## config.mk

```make
export PLATFORM = sky130hd
export DESIGN_NAME = udp_port
export DESIGN_NICKNAME = d
export VERILOG_FILES = /design/src/udp_pkg.sv /design/src/udp_rx_if.sv /design/src/udp_tick_gen.sv /design/src/udp_rx_packer.sv /design/src/udp_port.sv
export SDC_FILE = /design/constraint.sdc
export NUM_CORES = 1
export LEC_CHECK = 0
export ABC_AREA = 1
export ABC_CLOCK_PERIOD_IN_PS = 2700
export BUFFER_PORTS_ARGS = -buffer_cell sky130_fd_sc_hd__buf_4
export CAP_MARGIN = 20
export CORE_ASPECT_RATIO = 0.6
export CORE_UTILIZATION = 50
export DETAILED_ROUTE_END_ITERATION = 10
export PLACE_DENSITY = 0.7
export SLEW_MARGIN = 40
export SYNTH_ARGS = -nofsm -noshare
export SYNTH_HDL_FRONTEND = slang
export SYNTH_SLANG_ARGS = --single-unit
```

## constraint.sdc

```tcl
create_clock -name clock -period 2.7 [get_ports clock]
set_clock_uncertainty 0.1 [all_clocks]
set_input_delay 0.135 -clock clock [delete_from_list [all_inputs] [get_ports clock]]
set_output_delay 0.135 -clock clock [all_outputs]
set_load 0.01 [all_outputs]
```

## src/udp_pkg.sv

```systemverilog
// Operation
// RL1 - 8-bit mode, no valid strobe: bus content is meaningless and ignored.
// RL2 - 8-bit mode receive: received byte appears on the upper lane.
// RL3 - 8-bit mode transmit: link controller drives the byte on the lower lane.
// RL4 - Rising transmit_valid starts a SYNC on the line before packet data.
// RL5 - Falling transmit_valid ends the packet with an EOP on the line.
// RL6 - Link controller keeps mode controls steady on transmit_valid edges.
// RL7 - Link controller changes mode controls only while the port is idle.
// RL8 - Link controller keeps the next transmit word ready once transmitting.
// RL9 - transmit_ready marks the edge where the transmit word is taken.
// RL10 - Link controller ignores transmit_ready while transmit_valid is low.
// RL11 - 16-bit transmit: controller drives bus and upper_byte_valid.
// RL12 - 16-bit receive: device drives bus and upper_byte_valid as outputs.
// RL13 - upper_byte_valid used only in 16-bit mode; device drives bus then.
// RL14 - receive_valid only when a received word is held for unloading.
// RL15 - Link controller captures receive data where receive_valid is high.
// RL16 - receive_active rises at packet start and holds while receiving.
// RL17 - receive_error flags a fault, timed exactly like the data bus.
// RL18 - A receive fault may show in any cycle of a transfer.
// RL19 - 16-bit receive with upper_byte_valid low: only low byte valid.
package udp_pkg;
    localparam int DATA_W = 16;
    localparam int LANE_W = 8;
    localparam logic [7:0] ZERO_BYTE = 8'h00;
    localparam logic [15:0] ZERO_WORD = 16'h0000;
    localparam logic [15:0] OE_ALL_IN = 16'hFFFF;
    localparam logic [15:0] OE_ALL_OUT = 16'h0000;
    localparam logic [15:0] OE_UPPER_OUT = 16'h00FF;
    localparam logic [1:0] NO_BYTES = 2'h0;
    localparam logic [1:0] ONE_BYTE = 2'h1;
    localparam logic [1:0] TWO_BYTES = 2'h2;
    localparam int CLK_PERIOD_NS = 100;
    localparam int BYTE_TIME_NS = 800;
    localparam int BYTE_CLKS = (BYTE_TIME_NS / CLK_PERIOD_NS) < 1 ? 1 : (BYTE_TIME_NS / CLK_PERIOD_NS);
    typedef enum logic [3:0] {
        TX_IDLE = 4'h1,
        TX_SYNC = 4'h2,
        TX_DATA = 4'h4,
        TX_EOP = 4'h8
    } udp_tx_state_t;
    typedef enum logic [1:0] {
        LINE_NONE = 2'h0,
        LINE_SYNC = 2'h1,
        LINE_DATA = 2'h2,
        LINE_EOP = 2'h3
    } udp_line_kind_t;
endpackage : udp_pkg

```

## src/udp_rx_if.sv

```systemverilog
`timescale 1ns/1ps
`default_nettype none
interface udp_rx_if;
    logic word_valid;
    logic [15:0] word;
    logic upper_ok;
    logic active;
    logic error;
    modport packer (output word_valid, output word, output upper_ok, output active, output error);
    modport port (input word_valid, input word, input upper_ok, input active, input error);
endinterface : udp_rx_if
`default_nettype wire

```

## src/udp_tick_gen.sv

```systemverilog
`timescale 1ns/1ps
`default_nettype none
module udp_tick_gen #(
    parameter int unsigned PERIOD = 8
) (
    input wire logic clock,
    input wire logic nrst,
    input wire logic enable,
    output logic tick
);
    localparam int CW = $clog2(PERIOD + 1);
    localparam logic [CW-1:0] LAST = CW'(PERIOD - 1);
    localparam logic [CW-1:0] CZERO = '0;
    logic [CW-1:0] cnt_q, cnt_d;
    logic tick_q, tick_d;
    always_comb begin
        cnt_d = CZERO;
        tick_d = 1'b0;
        if (enable) begin
            tick_d = (cnt_q == LAST);
            cnt_d = tick_d ? CZERO : cnt_q + CW'(1);
        end
    end
    always_ff @(posedge clock or negedge nrst) begin
        if (!nrst) begin
            cnt_q <= CZERO;
            tick_q <= 1'b0;
        end else begin
            cnt_q <= cnt_d;
            tick_q <= tick_d;
        end
    end
    assign tick = tick_q;
endmodule : udp_tick_gen
`default_nettype wire

```

## src/udp_rx_packer.sv

```systemverilog
`timescale 1ns/1ps
`default_nettype none
module udp_rx_packer (
    input wire logic clock,
    input wire logic nrst,
    input wire logic mode16,
    input wire logic line_rx_active,
    input wire logic line_rx_strobe,
    input wire logic [7:0] line_rx_byte,
    input wire logic line_rx_fault,
    udp_rx_if.packer rx
);
    import udp_pkg::*;
    logic [7:0] low_q, low_d;
    logic pend_q, pend_d;
    logic valid_q, valid_d;
    logic [15:0] word_q, word_d;
    logic upper_q, upper_d;
    logic active_q, active_d;
    logic error_q, error_d;
    always_comb begin
        low_d = low_q;
        pend_d = pend_q;
        valid_d = 1'b0;
        word_d = word_q;
        upper_d = 1'b0;
        active_d = line_rx_active; // see RL16
        error_d = line_rx_fault & (line_rx_active | active_q); // see RL17 see RL18
        if (line_rx_strobe && !mode16) begin
            valid_d = 1'b1; // see RL14
            word_d = {line_rx_byte, ZERO_BYTE}; // see RL2
        end else if (line_rx_strobe && !pend_q) begin
            low_d = line_rx_byte;
            pend_d = 1'b1;
        end else if (line_rx_strobe) begin
            valid_d = 1'b1;
            upper_d = 1'b1;
            word_d = {line_rx_byte, low_q};
            pend_d = 1'b0;
        end else if (pend_q && !line_rx_active) begin
            // Odd byte at packet end leaves with the upper half marked invalid
            valid_d = 1'b1;
            word_d = {ZERO_BYTE, low_q}; // see RL19
            pend_d = 1'b0;
        end
    end
    always_ff @(posedge clock or negedge nrst) begin
        if (!nrst) begin
            low_q <= ZERO_BYTE;
            pend_q <= 1'b0;
            valid_q <= 1'b0;
            word_q <= ZERO_WORD;
            upper_q <= 1'b0;
            active_q <= 1'b0;
            error_q <= 1'b0;
        end else begin
            low_q <= low_d;
            pend_q <= pend_d;
            valid_q <= valid_d;
            word_q <= word_d;
            upper_q <= upper_d;
            active_q <= active_d;
            error_q <= error_d;
        end
    end
    assign rx.word_valid = valid_q;
    assign rx.word = word_q;
    assign rx.upper_ok = upper_q;
    // Stays up through the flush of an odd last byte so valid never leaves active
    assign rx.active = active_q | pend_q | valid_q; // see RL16
    assign rx.error = error_q;
endmodule : udp_rx_packer
`default_nettype wire

```

## src/udp_port.sv

```systemverilog
`timescale 1ns/1ps
`default_nettype none
module udp_port #(
    parameter int unsigned BYTE_CLKS_P = udp_pkg::BYTE_CLKS
) (
    input wire logic clock,
    input wire logic nrst,
    input wire logic bus_mode_16,
    input wire logic transmit_valid,
    input wire logic [15:0] data_in,
    output logic [15:0] data_out,
    output logic [15:0] data_oe_n,
    input wire logic upper_byte_valid_in,
    output logic upper_byte_valid_out,
    output logic upper_byte_valid_oe_n,
    output logic transmit_ready,
    output logic receive_valid,
    output logic receive_active,
    output logic receive_error,
    output udp_pkg::udp_line_kind_t line_tx_kind,
    output logic [7:0] line_tx_byte,
    output logic line_tx_strobe,
    input wire logic line_rx_active,
    input wire logic line_rx_strobe,
    input wire logic [7:0] line_rx_byte,
    input wire logic line_rx_fault
);
    import udp_pkg::*;

    udp_rx_if rx ();

    udp_tx_state_t state_q, state_d;
    logic mode_q, mode_d;
    logic tick;
    logic tick_run;
    logic idle;

    logic [15:0] hold_q, hold_d;
    logic [1:0] left_q, left_d;
    logic ready_q, ready_d;
    logic take;

    udp_line_kind_t kind_q, kind_d;
    logic [7:0] byte_q, byte_d;
    logic strobe_q, strobe_d;

    logic [15:0] dout_q, dout_d;
    logic [15:0] oe_n_q, oe_n_d;
    logic uout_q, uout_d;
    logic uoe_n_q, uoe_n_d;
    logic rvalid_q, rvalid_d;
    logic ractive_q, ractive_d;
    logic rerror_q, rerror_d;

    // Byte pacing toward the line; held in reset while idle so the
    // first SYNC byte always leaves a full byte time after the request
    assign tick_run = (state_q != TX_IDLE);

    udp_tick_gen #(
        .PERIOD(BYTE_CLKS_P)
    ) u_tick (
        .clock(clock),
        .nrst(nrst),
        .enable(tick_run),
        .tick(tick)
    );

    udp_rx_packer u_rx (
        .clock(clock),
        .nrst(nrst),
        .mode16(mode_q),
        .line_rx_active(line_rx_active),
        .line_rx_strobe(line_rx_strobe),
        .line_rx_byte(line_rx_byte),
        .line_rx_fault(line_rx_fault),
        .rx(rx.packer)
    );

    // Bus width is taken only while quiet; a change mid-packet would
    // tear a word, so it waits for the next idle cycle
    assign idle = (state_q == TX_IDLE) && !transmit_valid && !line_rx_active && !rx.active; // see RL7

    always_comb begin
        mode_d = mode_q;
        if (idle) begin
            mode_d = bus_mode_16; // see RL6
        end
    end

    always_ff @(posedge clock or negedge nrst) begin
        if (!nrst) begin
            mode_q <= 1'b0;
        end else begin
            mode_q <= mode_d;
        end
    end

    // Word is taken at the edge where transmit_ready stands high
    assign take = ready_q && transmit_valid && (state_q == TX_DATA); // see RL9

    always_comb begin
        state_d = state_q;
        kind_d = LINE_NONE;
        byte_d = ZERO_BYTE;
        strobe_d = 1'b0;
        hold_d = hold_q;
        left_d = left_q;
        ready_d = 1'b0;
        case (state_q)
            TX_IDLE: begin
                if (transmit_valid) begin
                    state_d = TX_SYNC; // see RL4
                end
            end
            TX_SYNC: begin
                if (tick) begin
                    kind_d = LINE_SYNC; // see RL4
                    strobe_d = 1'b1;
                    state_d = TX_DATA;
                end
            end
            TX_DATA: begin
                if (take) begin
                    if (mode_q && upper_byte_valid_in) begin
                        hold_d = data_in; // see RL11
                        left_d = TWO_BYTES;
                    end else begin
                        hold_d = {ZERO_BYTE, data_in[7:0]}; // see RL3
                        left_d = ONE_BYTE;
                    end
                end else if (tick && left_q != NO_BYTES) begin
                    kind_d = LINE_DATA;
                    byte_d = hold_q[7:0];
                    strobe_d = 1'b1;
                    hold_d = {ZERO_BYTE, hold_q[15:8]};
                    left_d = left_q - ONE_BYTE;
                end else if (!transmit_valid && !ready_q && left_q == NO_BYTES) begin
                    state_d = TX_EOP; // see RL5
                end
                // One request per empty holding register; ready never
                // repeats before the taken word has drained
                ready_d = transmit_valid && !ready_q && !take && left_d == NO_BYTES; // see RL9 see RL8
            end
            TX_EOP: begin
                if (tick) begin
                    kind_d = LINE_EOP; // see RL5
                    strobe_d = 1'b1;
                    state_d = TX_IDLE;
                end
            end
            default: begin
                state_d = TX_IDLE;
                left_d = NO_BYTES;
            end
        endcase
    end

    always_ff @(posedge clock or negedge nrst) begin
        if (!nrst) begin
            state_q <= TX_IDLE;
            kind_q <= LINE_NONE;
            byte_q <= ZERO_BYTE;
            strobe_q <= 1'b0;
            hold_q <= ZERO_WORD;
            left_q <= NO_BYTES;
            ready_q <= 1'b0;
        end else begin
            state_q <= state_d;
            kind_q <= kind_d;
            byte_q <= byte_d;
            strobe_q <= strobe_d;
            hold_q <= hold_d;
            left_q <= left_d;
            ready_q <= ready_d;
        end
    end

    // In 16-bit mode pin direction follows transmit_valid one cycle late, a short
    // overlap the link controller must allow for at turnaround
    always_comb begin
        if (!mode_q) begin
            oe_n_d = OE_UPPER_OUT; // see RL2 see RL3
            uoe_n_d = 1'b1; // see RL13
        end else if (transmit_valid) begin
            oe_n_d = OE_ALL_IN; // see RL11
            uoe_n_d = 1'b1;
        end else begin
            oe_n_d = OE_ALL_OUT; // see RL12 see RL13
            uoe_n_d = 1'b0;
        end
    end

    // Flags and data pass one register together so they stay aligned
    always_comb begin
        rvalid_d = rx.word_valid; // see RL14
        ractive_d = rx.active; // see RL16
        rerror_d = rx.error; // see RL17
        dout_d = ZERO_WORD; // see RL1
        uout_d = 1'b0;
        if (rx.word_valid) begin
            dout_d = rx.word; // see RL2
            uout_d = mode_q && rx.upper_ok; // see RL12 see RL19
        end
    end

    always_ff @(posedge clock or negedge nrst) begin
        if (!nrst) begin
            oe_n_q <= OE_ALL_IN;
            uoe_n_q <= 1'b1;
            dout_q <= ZERO_WORD;
            uout_q <= 1'b0;
            rvalid_q <= 1'b0;
            ractive_q <= 1'b0;
            rerror_q <= 1'b0;
        end else begin
            oe_n_q <= oe_n_d;
            uoe_n_q <= uoe_n_d;
            dout_q <= dout_d;
            uout_q <= uout_d;
            rvalid_q <= rvalid_d;
            ractive_q <= ractive_d;
            rerror_q <= rerror_d;
        end
    end

    assign data_out = dout_q;
    assign data_oe_n = oe_n_q;
    assign upper_byte_valid_out = uout_q;
    assign upper_byte_valid_oe_n = uoe_n_q;
    assign transmit_ready = ready_q;
    assign receive_valid = rvalid_q;
    assign receive_active = ractive_q;
    assign receive_error = rerror_q;
    assign line_tx_kind = kind_q;
    assign line_tx_byte = byte_q;
    assign line_tx_strobe = strobe_q;

endmodule : udp_port
`default_nettype wire

```

# After elaboration in Yosys (flattened, before gate mapping)
# Cells that the tools add are included.
# Widths: inputs -> output; s select.
# totals
regBits	106
word_cells	131
out_inout_bits	49
# classes
n_reduce_logical	36
bitwise	5
addsub	2
mux	51
n_eq_ne	13
# ops
operator	n
$mux 16	10
$mux 4	8
$mux 8	3
$mux 1	19
$logic_and 1x1->1	16
$pmux 4 s4	1
$mux 2	7
$eq 4x3->1 const B	2
$ne 2x1->1 const B	4
$reduce_and 2->1	4
$logic_not 1->1	7
$ne 2x2->1 const B	3
$pmux 2 s3	1
$reduce_and 6->1	1
$reduce_bool 3->1	2
$add 4x1->4 const B	1
$eq 4x1->1 const B	1
$eq 4x2->1 const B	1
$eq 4x4->1 const B	1
$logic_not 2->1	2
$ne 4x1->1 const B	1
$pmux 2 s2	1
$reduce_bool 2->1	2
$or 1x1->1	3
6 further kinds	6

# Longest topological paths before layout
# Gate-level depths: netlist of run 1.
# logic_depth
ltp_word	8
mapped_depth	10

# By module
# From an unflattened synthesis of run 1, not the netlist that was laid out.
# hier_totals
hier_cells	430
hier_area_um2	3922.5
# by_module_without_submodules
module	area_each_um2	seq_area_each_um2	instances	cells_per_inst
udp_port	2499.9	1430.1	1	269
udp_rx_packer	1216.2	725.7	1	140
udp_tick_gen	206.4	125.1	1	21

# Least setup slack after synthesis of run 1
# No wires, ideal clock.
# synth_path
path_type	reg2reg
from	reg left_q[0]
to	reg hold_q[6]
arrival_ps	1192
synth_period_minus_slack_ps	1417
slack_ps	1283
stages_incl_launch_ff	8
cell_sequence	dfrtp_1 -> inv_1 -> ha_1 -> nor2_1 -> nand2_2 -> clkbuf_8 -> nand3_1 -> nand3_1
# synth_between
elab_chain_len	4
# synth_lines
item	line_no	source
start: declaration	udp_port.sv:39	logic [1:0] left_q, left_d;
start signal: assignment	udp_port.sv:173	left_q <= left_d;
$reduce_bool 2->1	udp_port.sv:131	end else if (tick && left_q != NO_BYTES) begin
$logic_and 1x1->1	udp_port.sv:131	
$reduce_bool 2->1 (no line)	--	
$reduce_and 2->1 (no line)	--	
end signal: assignment	udp_port.sv:172	hold_q <= hold_d;
end: declaration	udp_port.sv:38	logic [15:0] hold_q, hold_d;
# No other way between the ends.
# A chain may end at the register's enable or synchronous reset.

# Final worst setup path of run 1
# layout_path
from	reg left_q[0]
to	reg hold_q[1]
# Same word-level chain as after synthesis.

==> results of run 1 <==
stage by stage:
stage / hold slack [ns] / setup WS (ns) / utilization, % / cells
6_report: 0.0238 / 0.756 / 70.1 / 600
5_1_grt: 0.0501 / 0.584 / 70.1 / 600
4_1_cts: 0.0150 / 0.759 / 70.1 / 600
3_5_place_dp: 0.120 / 0.774 / 62.1 / 556
3_3_place_gp: 0.115 / 0.940 / 62.1 / 556
2_1_floorplan: -0.261 / 1.28 / - / 397
synthesized netlist by cell type, types with 2 or more instances:
| cell | n |
|---|---|
| nand2_1 | 95 |
| dfrtp_1 | 88 |
| nand3_1 | 59 |
| inv_1 | 52 |
| nor2_1 | 24 |
| o21ai_0 | 22 |
| buf_4 | 18 |
| nand2_2 | 5 |
| a21oi_1 | 4 |
| inv_2 | 4 |
| dfstp_2 | 3 |
| nor2_4 | 3 |
| clkbuf_1 | 2 |
| ha_1 | 2 |
| nand4_1 | 2 |
| nor3_1 | 2 |
cell type report:
class / instances / area (sq um) / area share, %
flip-flops and latches: 91 / 2280 / 46.9
inverters: 56 / 210 / 4.32
clock buffers: 14 / 264 / 5.43
clock inverters: 2 / 10.0 / 0.206
multi-input cells: 226 / 1060 / 21.7
well taps: 100 / 125 / 2.57
repair buffers: 111 / 916 / 18.8
cells by family (layout without fill, tap and decap cells):
| kind of cell | Yosys count | count (layout) | synth area share [%] |
|---|---|---|---|
| DFF | 91 | 91 | 61.2 |
| AOI/OAI and AO/OA | 29 | 29 | 4.37 |
| adders and majority gates | 2 | 2 | 0.671 |
| xor gates and xnor gates | 1 | 1 | 0.235 |
| buffers and inverters | 80 | 183 | 10.4 |
| and+or+nand+nor | 194 | 194 | 23.1 |
critical path: stages (launching register included):
cell     delay, ns
dfrtp_1       0.37
inv_1         0.07
ha_1          0.23
nor2_1        0.26
nand3_1       0.42
inv_2         0.27
nand2_1       0.08
nand3_1       0.07
power breakdown:
group | internal [uW] | switching, uW | leakage (uW)
registers | 1720 | 204 | 0.00120
logic | 476 | 618 | 0.00133
clock network | 672 | 483 | 0.000137
total | 2860 | 1310 | 0.00266
per-layer routing:
metal | routed length (um) | vias up | GRT usage, %
met5 | 0 | - | 0
met4 | 126 | 0 | 10.7
met3 | 616 | 9 | 6.29
met2 | 3290 | 102 | 33.1
met1 | 3670 | 1337 | 30.0
li1 | - | 1420 | -
what timing repair did:
action	CTS	global route
endpoints found under the hold margin	121	0
hold buffers	28	0
buffers inserted	0	0
gates resized for setup	0	0
sequential cells by signal, indices dropped and copies added, names as in the netlist, 2 cells and up:
signal and flops:
state_q 4, data_oe_n 2, line_tx_kind 2, left_q 2
u_rx.rx.word 16, u_tick.cnt_q 4, u_rx.low_q 8, data_out 16
line_tx_byte 8, hold_q 16
cell usage in the layout, fill, tap and decap left out, drive strengths merged:
| cell | synthesis | final |
|---|---|---|
| o21ai | 23 | 23 |
| nand3 | 59 | 59 |
| nand2 | 101 | 101 |
| dfrtp | 88 | 88 |
| inv | 56 | 56 |
| nor2 | 27 | 27 |
| nand4 | 2 | 2 |
| nor3 | 2 | 2 |
| o21a | 1 | 1 |
| or2 | 1 | 1 |
| dfstp | 3 | 3 |
| clkbuf | 4 | 14 |
| and3 | 1 | 1 |
| ha | 2 | 2 |
| buf | 20 | 83 |
| clkinv | 0 | 2 |
| a21oi | 5 | 5 |
| dlygate4sd3 | 0 | 28 |
| nand3b | 1 | 1 |
| xor2 | 1 | 1 |
path summary, 6_finish.rpt:
path,startpoint,to,cells after the start
setup / recovery,left_q[0],hold_q[1],7
hold / removal,line_rx_byte[7],u_rx.rx.word[15],3
setup reg to reg,left_q[0],hold_q[1],7
hold reg to reg,u_rx.rx.error,receive_error,0
max in group asynchronous,nrst,data_oe_n[14],3
min in group asynchronous,nrst,line_tx_byte[1],3
==> results_dict.tcl, run 1 <==
set metrics [dict create \
    status "finished clean" \
    clock.fmax_mhz 514 \
    layout.nets 529 \
    core.rowCount 23 \
    synth.ff_latch_count 91 \
    wire_per_inst_um 12.8 \
    grt_pass1_wl_um 12600 \
    root_buffer "clkbuf_16" \
    grt_antenna_before_repair 0 \
    num_io_pins 81 \
    fp.dieArea_sq_um 7810 \
    post-dp-hpwl_um 5070 \
    rrSetupSlack_ns 0.76 \
    routed_wl_um 7710 \
    gp_congestion 0.853 \
    ant_nets 0 \
    drcViolationCount 0 \
    drt_iter0_drc 175 \
    syn_inst 397 \
    rsz0062_at_grt "false" \
    synth-main-ff-cell "dfrtp_1" \
    clock_latency_ns 0.34 \
    grt_max_degree 92 \
    synthTopCellsByArea "dfrtp_1 (59%), nand2_1 (9.6%), nand3_1 (7.9%)" \
    grtUsageTotal_pct 22.0 \
    initial_core_util_pct 53.7 \
    drtPass1Iterations 4 \
    worstSetupEndpointType "register" \
    worstSetupStartpointType "register" \
    worst_slew_pin_slew_ns 0.658 \
    syn2layout_area_growth_pct 30.5 \
    dieHeight_um 68.9 \
    slew-limit-headroom_pct 56.0 \
    period_needed_ns 1.94 \
    ys_types 28 \
    setup_viol 0 \
    drive_above_1_share_pct 22.8 \
    fin_area_sq_um 4860 \
    cts_buffers 9 \
    first_global_vias 2623 \
    crit_required_ns 2.87 \
    postSynthAreaPerCell_sq_um 9.39 \
    drv_slew 0 \
    maxCapViolCount 0 \
    placed_cell_area_sq_um 4310 \
    via_count 2868 \
    viasPerCell 4.78 \
    core_region_area_sq_um 6940 \
    crit_type "reg2reg" \
    port_buffers 80 \
    ir_worst_vdd_uv 487 \
    numClockSinks 91 \
    synth_fp_nets 431 \
    insertedDiodeCount 0 \
    grt_overflow_total 0 \
    clk_pin_slew_ns 0.06 \
    die_x_um 113 \
    setup_tns_ns 0 \
    ys.warnings.count 0 \
    synth_top_cell_by_area "dfrtp_1" \
    powerDensity_nw_per_um2 857 \
    cts_tree "built" \
    synth_top_area_share_pct 59.1 \
    synth_edf_count 0 \
    crit_path_max_fanout 11 \
    clockBufferDepth 2 \
    leakagePower_uw 0.00266 \
    finalHoldViolations 0 \
    htreeDepth 3 \
    power_uw 4170 \
    fin_crit_sh_pct 72.0 \
    synthArstFlopShare_pct 100 \
    hold_class "in2reg" \
    seq_area_frac_synth_pct 61.2 \
    netlist_area_sq_um 3730 \
    fillCellCount 538 \
    crit_arrival_ns 2.12 \
]
Power figures use the tool's default switching activity.
==> inputs of run 2 (changes only) <==
Settings changed: ABC_AREA 1 to 0, ABC_CLOCK_PERIOD_IN_PS 2700 to 1600, CORE_UTILIZATION 50 to 48, PLACE_DENSITY 0.7 to 0.71.
Clock period 2.7 ns to 1.6 ns, I/O delays scaled along.
==> run 2 against run 1 <==
  * The flow now finishes with violations (negative setup slack)
  * Largest power group unchanged
  * Critical path depth fell by 4
  * Wire length rose by 5.7%
  * Combinational power rose by 46%
  * Synthesized area fell by 0.97%
  * Hold slack improved by 0.045 ns
  * Final area rose by 5.6%
  * Sequential cell count did not move
  * Core utilization fell by 0.33 points
  * Register-to-register slack got worse by 0.95 ns
  * Sequential share of layout area fell by 2.5 points
  * Critical endpoint is now mode_q
  * Fmax rose by 8.4%
==> results_dict.tcl, run 2 <==
set metrics [dict create \
    worstHoldStart "data_in[4]" \
    grt_antenna_before_repair 0 \
    drtPass1Iterations 4 \
    final_common_cell "buf_4" \
    failed_checks "negative setup slack" \
    rrSetupSlack_ns -0.19 \
    ir_worst_vdd_uv 790 \
    clockBufferDepth 2 \
    numClockSinks 91 \
    synthTopCellsByArea "dfrtp_1 (60%), a22o_1 (5.7%), and2_1 (3.6%)" \
    worst_slew_pin_slew_ns 0.466 \
    setup_viol 16 \
    p_int_uw 4620 \
    synth_top_cell_by_area "dfrtp_1" \
    synth_fp_nets 322 \
    rr_endpoint "mode_q" \
    drcViolationCount 0 \
    ys.warnings.count 0 \
    grtUsageTotal_pct 21.5 \
    pwr-share-seq_pct 46.1 \
    worstSetupEndpointType "register" \
    syn2layout_area_growth_pct 39.2 \
    switching_share_pct 27.8 \
    min_path_cells 4 \
    synth.most_common_cell "dfrtp_1" \
    hold_class "in2reg" \
    crit_arrival_ns 1.91 \
    reg2reg_from "u_rx.pend_q" \
    htreeDepth 3 \
    seq_area_frac_synth_pct 61.8 \
    met3_usage_pct 6.51 \
    maxCapViolCount 0 \
    worstSetupStartpointType "register" \
    initial_core_util_pct 50.2 \
    powerDensity_nw_per_um2 1250 \
    clockPowerShare_pct 29.0 \
    ys_types 44 \
    drt_iter0_drc 174 \
    slew-limit-headroom_pct 68.9 \
    drv_slew 0 \
    use_met2_pct 31.9 \
    gp_congestion 0.874 \
    crit_path_max_incr_delay_ns 0.49 \
    core.rowCount 24 \
    synth.ff_latch_count 91 \
    port_buffers 80 \
    postSynthAreaPerCell_sq_um 12.8 \
    fin_crit_sh_pct 112 \
    grt_max_degree 92 \
    ant_nets 0 \
    clock_latency_ns 0.33 \
    num_io_pins 81 \
    cts_tree "built" \
    netlist_area_sq_um 3690 \
    syn_inst 288 \
    hold_path_end "hold_q[4]" \
    leakagePower_uw 0.00253 \
    most-common-layout-cells "buf_4 (106), dfrtp_1 (88), a22o_1 (24), dlygate4sd3_1 (22), and2_1 (21)" \
    cp.buffers_inverters 0 \
    period_needed_ns 1.79 \
    core_region_area_sq_um 7360 \
    busiest_layer "met2" \
    fp.dieArea_sq_um 8050 \
    fin_ws_ns -0.193 \
    synthArstFlopShare_pct 100 \
    synth_edf_count 0 \
    die_x_um 115 \
    crit_slowest_cell "or4b_4" \
    crit_required_ns 1.72 \
    layout.nets 440 \
    p_switching_uw 1780 \
    grt_pass1_wl_um 12900 \
    drive_above_1_share_pct 41.1 \
    insertedDiodeCount 0 \
    root_buffer "clkbuf_16" \
    grt_overflow_total 0 \
    crit_type "reg2reg" \
    crit_chain "or3_4, or4b_4, mux2_4" \
    reg2reg_depth 3 \
    crit_path_max_fanout 2 \
    first_global_vias 2653 \
    via_count 2688 \
    finalHoldViolations 0 \
    netlist_top_cells_count "dfrtp_1 (88), a22o_1 (24), and2_1 (21)" \
    whs_ns 0.0690 \
    cp_num_cells 3 \
    clock.fmax_mhz 558 \
    crit_family "simple AND/OR/NAND/NOR gates" \
    post-dp-hpwl_um 5230 \
    dpl.cell_count 472 \
    cts_buffers 9 \
    p_comb_share_pct 24.8 \
    post_layout_nonfiller_instances 515 \
    status "finished, violations left" \
    routed_wl_um 8150 \
    viasPerCell 5.22 \
    synth-main-ff-cell "dfrtp_1" \
    synth_top_area_share_pct 59.7 \
    grtUsageMet1_pct 30.4 \
    wire_per_inst_um 15.8 \
    dieHeight_um 69.9 \
    clk_pin_slew_ns 0.06 \
    rsz0062_at_grt "true" \
]
## run 2: power by group through the flow
stage | logic (uW) | clock network [uW] | registers [uW]
2_1_floorplan | 844 | 0 | 3000
3_3_place_gp | 1450 | 0 | 2960
3_5_place_dp | 1480 | 0 | 2980
4_1_cts | 1580 | 1900 | 2950
5_1_grt | 1730 | 1990 | 3000
6_report | 1590 | 1860 | 2950
## run 2: metrics by stage
stage	setup slack (ns)	power (uW)	setup TNS [ns]	cell area (sq um)	utilization, %
detailed placement	-0.208	4460	-1.40	4470	60.8
floorplan	-0.238	3840	-0.995	3700	-
finish	-0.193	6400	-1.12	5130	69.8
global route	-0.229	6720	-2.49	5130	69.8
CTS	-0.173	6430	-0.825	5050	68.7
global placement	-0.184	4410	-1.02	4470	60.8
## run 2: worst max-delay path by stage
stage                       start         to  slack (ns)
2_1_floorplan          state_q[0]     mode_q       -0.24
3_3_place_gp   u_rx.rx.word_valid     mode_q       -0.18
3_5_place_dp   u_rx.rx.word_valid     mode_q       -0.21
4_1_cts               u_rx.pend_q     mode_q       -0.17
5_1_grt                state_q[0]  left_q[1]       -0.23
6_report              u_rx.pend_q     mode_q       -0.19
## run 2: cells by family (layout without fill, tap and decap cells)
kind of cell / count (synthesis) / after routing / synth area share (%)
simple gates: 86 / 86 / 15.2
compound gates: 60 / 61 / 12.7
mux: 11 / 11 / 3.29
xor+xnor: 2 / 2 / 0.475
buf+inv: 36 / 158 / 5.83
fa+ha+maj: 2 / 2 / 0.678
flops: 91 / 91 / 61.8
## run 2: layout make-up
class,count,area [sq um]
inverters,6,22.5
multi-input cells,162,1330
fillers,518,2220
well taps,104,130
clock inverters,6,33.8
repair buffers,136,1110
flip-flops and latches,91,2280
clock buffers,10,229
## run 2: what timing repair did
action,in CTS,in global routing
cloned,1,1
resized for setup,13,20
hold buffers,22,0
pin swaps,4,5
buffers inserted,3,3
setup endpoints to repair,20,32
endpoints found under the hold margin,120,0
## run 2: worst reg2reg max path, cell delays in order (launching register included)
cell	delay, ns
dfrtp_1	0.39
or3_4	0.39
or4b_4	0.49
mux2_4	0.31
## run 2: per-layer routing
layer | vias to the layer above | wire length (um)
met5 | - | 0
met4 | 0 | 80
met3 | 7 | 531
met2 | 99 | 3690
met1 | 1314 | 3840
li1 | 1268 | -
